`config.mk`:
```
export PLATFORM = sky130hd
export DESIGN_NAME = sms_sequencer
export DESIGN_NICKNAME = d
export VERILOG_FILES = /design/src/hdl/sms_phase_mem.v /design/src/hdl/sms_sequencer.v
export VERILOG_INCLUDE_DIRS = /design/src /design/src/hdl
export SDC_FILE = /design/constraint.sdc
export NUM_CORES = 2
export LEC_CHECK = 0
export BUFFER_PORTS_ARGS = -buffer_cell sky130_fd_sc_hd__buf_2
export CAP_MARGIN = 40
export CORE_MARGIN = 1
export CORE_UTILIZATION = 40
export DETAILED_ROUTE_END_ITERATION = 7
export PLACE_DENSITY_LB_ADDON = 0.1
export REMOVE_ABC_BUFFERS = 1
export SLEW_MARGIN = 0
export SYNTH_ARGS = -nofsm -noshare
export SYNTH_HDL_FRONTEND = slang
export SYNTH_SLANG_ARGS = --single-unit
```
`constraint.sdc`:
```
create_clock -name core_clk_i -period 124.3 [get_ports core_clk_i]
set_input_delay 12.43 -clock core_clk_i [delete_from_list [all_inputs] [get_ports core_clk_i]]
set_output_delay 12.43 -clock core_clk_i [all_outputs]
set_load 0.05 [all_outputs]
```
`src/hdl/sms_regs.vh`:
```
// Constants for the stepper motion sequencer
`ifndef SMS_REGS_VH
`define SMS_REGS_VH
`define SMS_ADDR_CTRL      4'h0
`define SMS_ADDR_STEPS     4'h1
`define SMS_ADDR_RATE      4'h2
`define SMS_ADDR_STATUS    4'h3
`define SMS_ADDR_PHASE     4'h4
`define SMS_ADDR_POS       4'h5
`define SMS_ADDR_PULSES    4'h6
`define SMS_ADDR_FINE      4'h7
`define SMS_ADDR_CMDWORD   4'h8
`define SMS_CTRL_START     0
`define SMS_CTRL_STOP      1
`define SMS_CTRL_INUSE     2
`define SMS_CTRL_MIRROR    3
`define SMS_CTRL_DIRNEG    4
`define SMS_CTRL_LIMIT     5
`define SMS_CTRL_MODE_LO   8
`define SMS_CTRL_MODE_HI   10
`define SMS_MODE_STEPS     3'h0
`define SMS_MODE_COARSE    3'h1
`define SMS_MODE_FINE      3'h2
`define SMS_MODE_DATUM     3'h3
`define SMS_MODE_MIR_POS   3'h4
`define SMS_MODE_MIR_NEG   3'h5
`define SMS_PRO_ACCEL      2'h0
`define SMS_PRO_CRUISE     2'h1
`define SMS_PRO_DECEL      2'h2
`define SMS_PRO_FIXED      2'h3
`define SMS_LIMIT_STEPS    16'h001F
`define SMS_PHASE_MIR_1    4'h1
`define SMS_PHASE_MIR_2    4'h2
`define SMS_WHEEL_LO       4
`define SMS_PHASE_INIT     4'h1
`define SMS_RETRY_CYCLES   16'h0032
`define SMS_SETTLE_CYCLES  4'h4
`endif

```
`src/hdl/sms_phase_mem.v`:
```
// Small memory of retained non-zero phase patterns, registered read
module sms_phase_mem #(
  parameter DEPTH = 2,
  parameter WIDTH = 4
) (
  input  wire             core_clk_i,
  input  wire             reset_i,
  input  wire             clk_en_i,
  input  wire             wr_en_i,
  input  wire             wr_addr_i,
  input  wire [WIDTH-1:0] wr_data_i,
  input  wire             rd_addr_i,
  output reg  [WIDTH-1:0] rd_data_o
);
  reg [WIDTH-1:0] mem [0:DEPTH-1];
  genvar g;
  generate
    for (g = 0; g < DEPTH; g = g + 1) begin : g_word
      always @(posedge core_clk_i or posedge reset_i) begin
        if (reset_i) begin
          mem[g] <= {WIDTH{1'b0}};
        end else if (clk_en_i && wr_en_i && (wr_addr_i == g)) begin
          mem[g] <= wr_data_i;
        end
      end
    end
  endgenerate
  always @(posedge core_clk_i or posedge reset_i) begin
    if (reset_i) begin
      rd_data_o <= {WIDTH{1'b0}};
    end else if (clk_en_i) begin
      rd_data_o <= mem[rd_addr_i];
    end
  end
endmodule // sms_phase_mem

```
`src/hdl/sms_sequencer.v`:
```
// Stepper motion sequencer for the wheel and mirror mechanisms
// Operation
// - Four-bit phase pattern, bit 0 is phase 1
// - Keep last non-zero phase per motor, readable
// - Status shows coarse sensor currently seen
// - Status shows fine sensor seen
// - Start marks first pulse, clears counters, schedules
// - Stop cancels pending tick
// - Busy command bus: skip tick, retry shortly
// - Process only in use; rearm timer first
// - Evaluate exit after settling, except first pulse
// - Step mode finishes at max; brake decelerates
// - Coarse mode finishes on sensor; overrun errors
// - Fine mode counts pulses; finish equal, error above
// - Datum finishes on both sensors, resets position
// - Datum rate very slow on coarse, else pull-in
// - Positive limit: 31 steps and phase 1
// - Negative limit: 31 steps and phase 2
// - First pulse skips exit, clears first flag
// - Finished or error terminates movement
// - Drive next phase, update positions, count pulse
// - Accelerate to max speed, then cruise
// - Decelerate to pull-in, then fixed speed
// - Wheel phases upper, mirror lower, shared word
// - Coarse status from one bit of readback
//
// Our own choices: the plain strobed port and the placing of the registers.
`include "sms_regs.vh"
module sms_sequencer #(
  parameter [15:0] ACCEL_STEP  = 16'h0010,
  parameter [15:0] DECEL_STEP  = 16'h0010,
  parameter [15:0] MAX_RATE    = 16'h0400,
  parameter [15:0] PULLIN_RATE = 16'h0100,
  parameter [15:0] SLOW_RATE   = 16'h0040,
  parameter [15:0] BRAKE_STEPS = 16'h0020,
  parameter [31:0] TICK_BASE   = 32'h00100000,
  parameter        COARSE_BIT  = 0
) (
  input  wire        core_clk_i,
  input  wire        reset_i,
  input  wire        clk_en_i,
  input  wire [3:0]  reg_addr_i,
  input  wire [15:0] reg_wdata_i,
  input  wire        reg_wr_i,
  input  wire        reg_rd_i,
  output reg  [15:0] reg_rdata_o,
  input  wire        bus_busy_i,
  input  wire [17:0] coarse_word_i,
  input  wire        fine_sensor_i,
  output reg  [7:0]  mech_cmd_o,
  output reg         mech_cmd_wr_o,
  output reg         move_done_o
);
  reg        busy_s1, busy_s2, fine_s1, fine_s2;
  reg [17:0] coarse_s1, coarse_s2;
  always @(posedge core_clk_i or posedge reset_i) begin
    if (reset_i) begin
      busy_s1 <= 1'b0;
      busy_s2 <= 1'b0;
      fine_s1 <= 1'b0;
      fine_s2 <= 1'b0;
      coarse_s1 <= 18'h00000;
      coarse_s2 <= 18'h00000;
    end else if (clk_en_i) begin
      busy_s1 <= bus_busy_i;
      busy_s2 <= busy_s1;
      fine_s1 <= fine_sensor_i;
      fine_s2 <= fine_s1;
      coarse_s1 <= coarse_word_i;
      coarse_s2 <= coarse_s1;
    end
  end
  wire coarse_sensor_seen = coarse_s2[COARSE_BIT];
  wire fine_sensor_seen   = fine_s2;

  reg [15:0] ctrl, max_steps, init_rate, rate, pulses, fine_count, mirror_pos;
  reg [15:0] wheel_pos;
  reg [31:0] timer;
  reg        tick_armed, first_pulse, finished, error_flag, wheel_moving;
  reg        settle_wait;
  reg [3:0]  settle_cnt;
  reg [1:0]  profile;
  reg [3:0]  cur_phase;
  reg        rd_pend;
  reg [3:0]  rd_addr_q;
  wire [2:0] mode = ctrl[`SMS_CTRL_MODE_HI:`SMS_CTRL_MODE_LO];
  wire       sel_mirror = ctrl[`SMS_CTRL_MIRROR];
  wire       in_use = ctrl[`SMS_CTRL_INUSE];
  wire [3:0] mirror_phase = mech_cmd_o[`SMS_WHEEL_LO-1:0];

  // Rotate the one-hot/two-coil pattern; mirror reverses for negative travel
  function [3:0] next_phase_of;
    input [3:0] ph;
    input       rev;
    begin
      next_phase_of = rev ? {ph[0], ph[3:1]} : {ph[2:0], ph[3]};
    end
  endfunction
  function [31:0] interval_of;
    input [15:0] r;
    begin
      interval_of = (r == 16'h0000) ? TICK_BASE : TICK_BASE / {16'h0000, r};
    end
  endfunction

  wire wr_ctrl   = reg_wr_i && (reg_addr_i == `SMS_ADDR_CTRL);
  wire start_req = wr_ctrl && reg_wdata_i[`SMS_CTRL_START];
  wire stop_req  = wr_ctrl && reg_wdata_i[`SMS_CTRL_STOP];
  wire timer_hit = tick_armed && (timer == 32'h00000000);
  wire tick_go   = timer_hit && !busy_s2 && in_use;

  reg        next_finished, next_error;
  reg [15:0] next_fine;
  always @* begin
    next_finished = 1'b0;
    next_error    = 1'b0;
    next_fine     = fine_count;
    case (mode)
      `SMS_MODE_STEPS: begin
        next_finished = (pulses >= max_steps);
      end
      `SMS_MODE_COARSE: begin
        next_finished = coarse_sensor_seen;
        next_error    = !coarse_sensor_seen && (pulses > max_steps);
      end
      `SMS_MODE_FINE: begin
        if (fine_sensor_seen) begin
          next_fine = fine_count + 16'h0001;
        end
        next_finished = (next_fine == max_steps);
        next_error    = (next_fine > max_steps);
      end
      `SMS_MODE_DATUM: begin
        next_finished = coarse_sensor_seen && fine_sensor_seen;
        next_error    = !next_finished && (pulses > max_steps);
      end
      `SMS_MODE_MIR_POS: begin
        next_finished = ctrl[`SMS_CTRL_LIMIT] ?
          ((pulses >= `SMS_LIMIT_STEPS) && (mirror_phase == `SMS_PHASE_MIR_1)) :
          (pulses >= max_steps);
      end
      `SMS_MODE_MIR_NEG: begin
        next_finished = ctrl[`SMS_CTRL_LIMIT] ?
          ((pulses >= `SMS_LIMIT_STEPS) && (mirror_phase == `SMS_PHASE_MIR_2)) :
          (pulses >= max_steps);
      end
      default: begin
        next_finished = 1'b1;
      end
    endcase
  end

  // Each motor steps on from its own coils; an idle motor starts from phase 1
  wire [3:0] motor_phase = sel_mirror ? mirror_phase : mech_cmd_o[7:`SMS_WHEEL_LO];
  wire [3:0] base_phase  = (motor_phase == 4'h0) ? `SMS_PHASE_INIT : motor_phase;
  wire [3:0] phase_out = next_phase_of(base_phase, sel_mirror && ctrl[`SMS_CTRL_DIRNEG]);
  wire       mem_rd_sel = reg_wdata_i[0];
  wire [3:0] mem_rdata;
  reg        mem_rd_addr;
  sms_phase_mem #(.DEPTH(2), .WIDTH(4)) u_phase_mem (
    .core_clk_i (core_clk_i),
    .reset_i    (reset_i),
    .clk_en_i   (clk_en_i),
    .wr_en_i    (mech_cmd_wr_o && (cur_phase != 4'h0)),
    .wr_addr_i  (sel_mirror),
    .wr_data_i  (cur_phase),
    .rd_addr_i  (mem_rd_addr),
    .rd_data_o  (mem_rdata)
  );

  always @(posedge core_clk_i or posedge reset_i) begin
    if (reset_i) begin
      ctrl <= 16'h0000;
      max_steps <= 16'h0000;
      init_rate <= 16'h0000;
      rate <= 16'h0000;
      pulses <= 16'h0000;
      fine_count <= 16'h0000;
      mirror_pos <= 16'h0000;
      wheel_pos <= 16'h0000;
      timer <= 32'h00000000;
      tick_armed <= 1'b0;
      first_pulse <= 1'b0;
      finished <= 1'b0;
      error_flag <= 1'b0;
      wheel_moving <= 1'b0;
      settle_wait <= 1'b0;
      settle_cnt <= 4'h0;
      profile <= `SMS_PRO_ACCEL;
      cur_phase <= `SMS_PHASE_INIT;
      mech_cmd_o <= 8'h00;
      mech_cmd_wr_o <= 1'b0;
      move_done_o <= 1'b0;
      mem_rd_addr <= 1'b0;
    end else if (clk_en_i) begin
      mech_cmd_wr_o <= 1'b0;
      move_done_o <= 1'b0;
      if (reg_wr_i && reg_addr_i == `SMS_ADDR_STEPS) begin
        max_steps <= reg_wdata_i;
      end
      if (reg_wr_i && reg_addr_i == `SMS_ADDR_RATE) begin
        init_rate <= reg_wdata_i;
      end
      if (reg_wr_i && reg_addr_i == `SMS_ADDR_POS) begin
        wheel_pos <= reg_wdata_i;
      end
      if (reg_wr_i && reg_addr_i == `SMS_ADDR_PHASE) begin
        mem_rd_addr <= mem_rd_sel;
      end
      if (wr_ctrl) begin
        ctrl <= reg_wdata_i & 16'h07FC;
      end
      if (tick_armed && timer != 32'h00000000) begin
        timer <= timer - 32'h00000001;
      end
      if (stop_req) begin
        tick_armed <= 1'b0;
        settle_wait <= 1'b0;
      end else if (start_req) begin
        first_pulse <= 1'b1;
        pulses <= 16'h0000;
        fine_count <= 16'h0000;
        finished <= 1'b0;
        error_flag <= 1'b0;
        rate <= init_rate;
        profile <= `SMS_PRO_ACCEL;
        tick_armed <= 1'b1;
        timer <= interval_of(init_rate);
      end else if (timer_hit && busy_s2) begin
        timer <= {16'h0000, `SMS_RETRY_CYCLES};
      end else if (timer_hit && !in_use) begin
        timer <= interval_of(rate);
      end else if (tick_go) begin
        timer <= interval_of(rate);
        settle_wait <= 1'b1;
        settle_cnt <= `SMS_SETTLE_CYCLES;
      end
      if (settle_wait && !stop_req) begin
        if (settle_cnt != 4'h0) begin
          settle_cnt <= settle_cnt - 4'h1;
        end else begin
          settle_wait <= 1'b0;
          if (first_pulse) begin
            first_pulse <= 1'b0;
            finished <= 1'b0;
            step_motor;
          end else if (next_finished || next_error) begin
            finished <= next_finished;
            error_flag <= next_error;
            fine_count <= next_fine;
            tick_armed <= 1'b0;
            wheel_moving <= 1'b0;
            move_done_o <= 1'b1;
            if (mode == `SMS_MODE_DATUM && next_finished) begin
              wheel_pos <= 16'h0000;
            end
          end else begin
            fine_count <= next_fine;
            step_motor;
          end
        end
      end
    end
  end

  task step_motor;
    begin
      cur_phase <= phase_out;
      mech_cmd_wr_o <= 1'b1;
      if (sel_mirror) begin
        mech_cmd_o <= {mech_cmd_o[7:`SMS_WHEEL_LO], phase_out};
        mirror_pos <= ctrl[`SMS_CTRL_DIRNEG] ? mirror_pos - 16'h0001
                                             : mirror_pos + 16'h0001;
      end else begin
        mech_cmd_o <= {phase_out, mech_cmd_o[`SMS_WHEEL_LO-1:0]};
        wheel_moving <= 1'b1;
        wheel_pos <= wheel_pos + 16'h0001;
      end
      pulses <= pulses + 16'h0001;
      if (mode == `SMS_MODE_DATUM) begin
        rate <= coarse_sensor_seen ? SLOW_RATE : PULLIN_RATE;
        profile <= `SMS_PRO_FIXED;
      end else begin
        case (profile)
          `SMS_PRO_ACCEL: begin
            if (mode == `SMS_MODE_STEPS && max_steps - pulses <= BRAKE_STEPS) begin
              profile <= `SMS_PRO_DECEL;
            end else if (rate + ACCEL_STEP >= MAX_RATE) begin
              rate <= MAX_RATE;
              profile <= `SMS_PRO_CRUISE;
            end else begin
              rate <= rate + ACCEL_STEP;
            end
          end
          `SMS_PRO_CRUISE: begin
            if (mode == `SMS_MODE_STEPS && max_steps - pulses <= BRAKE_STEPS) begin
              profile <= `SMS_PRO_DECEL;
            end
          end
          `SMS_PRO_DECEL: begin
            if (rate <= PULLIN_RATE + DECEL_STEP) begin
              rate <= PULLIN_RATE;
              profile <= `SMS_PRO_FIXED;
            end else begin
              rate <= rate - DECEL_STEP;
            end
          end
          default: begin
            rate <= rate;
          end
        endcase
      end
    end
  endtask

  always @(posedge core_clk_i or posedge reset_i) begin
    if (reset_i) begin
      rd_pend <= 1'b0;
      rd_addr_q <= 4'h0;
    end else if (clk_en_i) begin
      rd_pend <= reg_rd_i;
      rd_addr_q <= reg_addr_i;
    end
  end
  reg [15:0] rd_mux;
  always @* begin
    case (reg_addr_i)
      `SMS_ADDR_CTRL:    rd_mux = ctrl;
      `SMS_ADDR_STEPS:   rd_mux = max_steps;
      `SMS_ADDR_RATE:    rd_mux = rate;
      `SMS_ADDR_STATUS:  rd_mux = {8'h00, profile, tick_armed, wheel_moving,
                                   fine_sensor_seen, coarse_sensor_seen,
                                   error_flag, finished};
      `SMS_ADDR_PHASE:   rd_mux = {12'h000, mem_rdata};
      `SMS_ADDR_POS:     rd_mux = wheel_pos;
      `SMS_ADDR_PULSES:  rd_mux = pulses;
      `SMS_ADDR_FINE:    rd_mux = fine_count;
      `SMS_ADDR_CMDWORD: rd_mux = {mirror_pos[7:0], mech_cmd_o};
      default:           rd_mux = 16'h0000;
    endcase
  end
  always @(posedge core_clk_i or posedge reset_i) begin
    if (reset_i) begin
      reg_rdata_o <= 16'h0000;
    end else if (clk_en_i) begin
      reg_rdata_o <= reg_rd_i ? rd_mux : 16'h0000;
    end
  end
endmodule // sms_sequencer
```
==> impl_metrics.py <==
metrics = {
    "status": {
        "outcome": "complete, but fails checks",
        "violations": "DRC",
    },
    "synth": {
        "syn_avg_cell_area_um2": 6.954,
        "syn_area_mm2": 0.06370,
        "synth_seq_cells": 206,
        "synthFlopType": "dfrtp_1",
        "ys_seq_area_share_pct": 8.095,
        "synth_edf_count": 0,
        "async_reset_ff_share_pct": 100.0,
        "ys.warnings.count": 0,
        "syn_inst": 9160,
        "ys_types": 134,
    },
    "floorplanning": {
        "num_rows": 146,
        "initial_core_util_pct": 40.27,
        "dieHeight_um": 401.1,
        "num_io_pins": 71,
        "core_mm2": 0.1582,
        "die_area_mm2": 0.1608,
        "die_w_um": 401.1,
    },
    "global_routing": {
        "antenna_found_initial": 0,
        "grt_pass1_wl_um": 357200,
        "grt_max_degree": 107,
        "overflow": 0,
        "grt_pass1_vias": 65045,
        "gr-usage-all-layers_pct": 26.80,
    },
    "final_layout": {
        "area_growth_pct": 5.698,
        "drive_gt1_share_pct": 7.358,
        "layout.nets": 9875,
    },
    "clock_network": {
        "cts_tree": "yes",
        "clock-sinks": 206,
        "cts_buffers": 27,
        "cts_buffer_depth": 3,
        "clk_pin_slew_worst_paths_ns": 0.06,
        "post-cts-setup-buffers": 0,
        "cts_hold_buf": 0,
        "h-tree-depth": 1,
        "cts_resized": 0,
        "clk_latency_ns": 0.57,
        "root_buffer": "clkbuf_16",
    },
    "worst_setup_path": {
        "r2r_start": "init_rate[10]",
        "worstSetupEndpointType": "register",
        "cp_top_family": "compound AO/OA/AOI/OAI gates",
        "cp-start-kind": "register",
        "critPathMostFrequentCell": "o21ai_0",
        "required_ns": 124.75,
        "crit_fanout": 39,
        "crit_arrival_ns": 96.59,
        "regToRegSetupSlack_ns": 28.17,
        "r2r_end": "timer[0]",
        "critPathSlowestCell": "a221oi_1",
        "path_class": "reg2reg",
        "worst-path-buf-inv": 22,
        "cp_slowest_stage_delay_ns": 0.85,
        "r2r.worst_path.cells": 436,
    },
    "timing": {
        "hold_viol_final": 0,
        "max-slew-margin-rel_pct": 34.95,
        "setup_violations": 0,
        "fin_skew_ns": 0.04026,
        "rsz0062_at_grt": "false",
        "clock.fmax_mhz": 10.40,
        "worst_pin_slew_ns": 0.9758,
        "min_period_ns": 96.13,
        "report.final.slew_viol_count": 0,
        "setup_tns_ns": 0,
        "min_period_over_period_pct": 77.34,
    },
    "route": {
        "wl_met3_um": 9638,
        "drt-met1-wl_um": 107100,
        "num_vias": 69014,
        "drt-initial-drc-count": 5378,
        "avgRoutedWirePerCell_um": 20.27,
        "highest_layer": "met4",
        "routed-wl-met2_um": 104800,
        "finalWirelength_um": 226000,
        "antenna_left": 0,
        "drc_errors": 6,
        "first_pass_iters": 8,
        "via_per_inst": 6.189,
    },
    "hold_path": {
        "whs_path_depth": 1,
        "hold_class": "reg2reg",
        "hold-path-endpoint": "timer[29]",
        "hp-start": "timer[29]",
    },
    "placement": {
        "gp_congestion": 0.9388,
        "numPortBuffers": 53,
        "hpwl_um": 175500,
    },
    "job": {
        "cap_violations": 0,
    },
}
## Yosys cell counts (82+ instances only)
cell      count  area [µm²]
ha_1        769        9622
mux2_2      203        2286
o31ai_1     181        1359
nand2_1     865        3247
a211oi_1     90       675.7
a31oi_1     101       631.9
and3_1      106       663.1
o211ai_1     98       735.7
nor4_1       85       531.8
a21oi_1     797        3989
and2_1      122       763.2
nor2_1      913        3427
nor3_1      242        1211
xor2_1      200        1752
nand2b_1    232        1451
clkbuf_1    232       870.8
inv_1       353        1325
o21ai_0     742        3714
or3_1        82       513.0
nand4_1     122       763.2
dfrtp_1     205        5130
nor2b_1     101       631.9
nand3_1     238        1191
o21a_1      153        1149
a21o_1      345        2590
xnor2_1     364        3188
## worst max path at each step
stage                             start       end  slack [ns]  cells after the start
final                     init_rate[10]  timer[0]       28.17                    436
after global routing      init_rate[10]  timer[0]       18.97                    436
after CTS                 init_rate[10]  timer[0]       29.12                    436
after detailed placement  init_rate[10]  timer[0]       29.43                    437
after global placement    init_rate[12]  timer[0]       29.65                    434
after floorplan            init_rate[0]  timer[0]       33.30                    413
## metal layers
metal  GRT usage [%]  vias up
li1                -    34197
met1           36.98    32903
met2           46.14     1645
met3           1.183      269
met4           5.297        0
met5               0        -
## cells by family (layout without fill, tap and decap cells)
family,count (synthesis),count (layout),synth area share [%]
compound gates,3255,3255,33.54
xor+xnor,564,564,7.755
fa+ha+maj,770,770,15.14
buf+inv,687,605,4.231
flops,206,206,8.095
mux,282,282,4.889
other cells,0,1,0
simple gates,3396,3396,26.35
## cell type report
class	count	area, µm²
Antenna cell	1	2.502
Clock buffer	41	808.3
Multi-Input combinational cell	8267	55940
Sequential cell	206	5161
Tap cell	2072	2592
Timing Repair Buffer	199	1404
Inverter	359	1355
Fill cell	16686	90870
Clock inverter	6	68.82
## cells in the final DEF (no fill, tap or decap), drive strengths merged, types with 37 or more instances in the layout
cell    instances
ha            769
xor2          200
o22ai          61
nor2          916
or2            69
nand2         867
o21ai         771
inv           355
nor3          250
xnor2         364
dfrtp         205
a22o           49
nor4           93
nand3         243
nand4         123
o21bai         55
a21oi         800
or4            46
a21o          346
and3          107
nor2b         101
o21a          153
nand2b        232
mux2i          75
clkbuf         41
or3            83
mux2          207
a31oi         101
o211ai        103
a21boi         43
o31a           37
and2          126
a211oi         93
o31ai         190
buf           198
a22oi          43
## per-stage QoR
| step | utilization [%] | worst slack [ns] | instance area (µm²) | cells | hold WS [ns] |
|---|---|---|---|---|---|
| after global routing | 42.56 | 18.97 | 67330 | 11150 | 0.4825 |
| final | 42.56 | 28.17 | 67330 | 11151 | 0.4697 |
| after floorplan | - | 33.30 | 62350 | 8832 | 0.4412 |
| after CTS | 42.56 | 29.12 | 67330 | 11150 | 0.4701 |
| after global placement | 41.91 | 29.65 | 66300 | 11089 | 0.4500 |
| after detailed placement | 42.00 | 29.43 | 66450 | 11103 | 0.4577 |
## sequential cells by signal, summed over array words and instances (netlist names), 9 cells and up
signal	flops
max_steps	16
rate	16
init_rate	16
reg_rdata_o	16
timer	32
fine_count	16
pulses	16
ctrl	9
wheel_pos	16
Power is not shown: default switching activity piles up to over one toggle a cycle in this logic, so the estimate is an artifact.
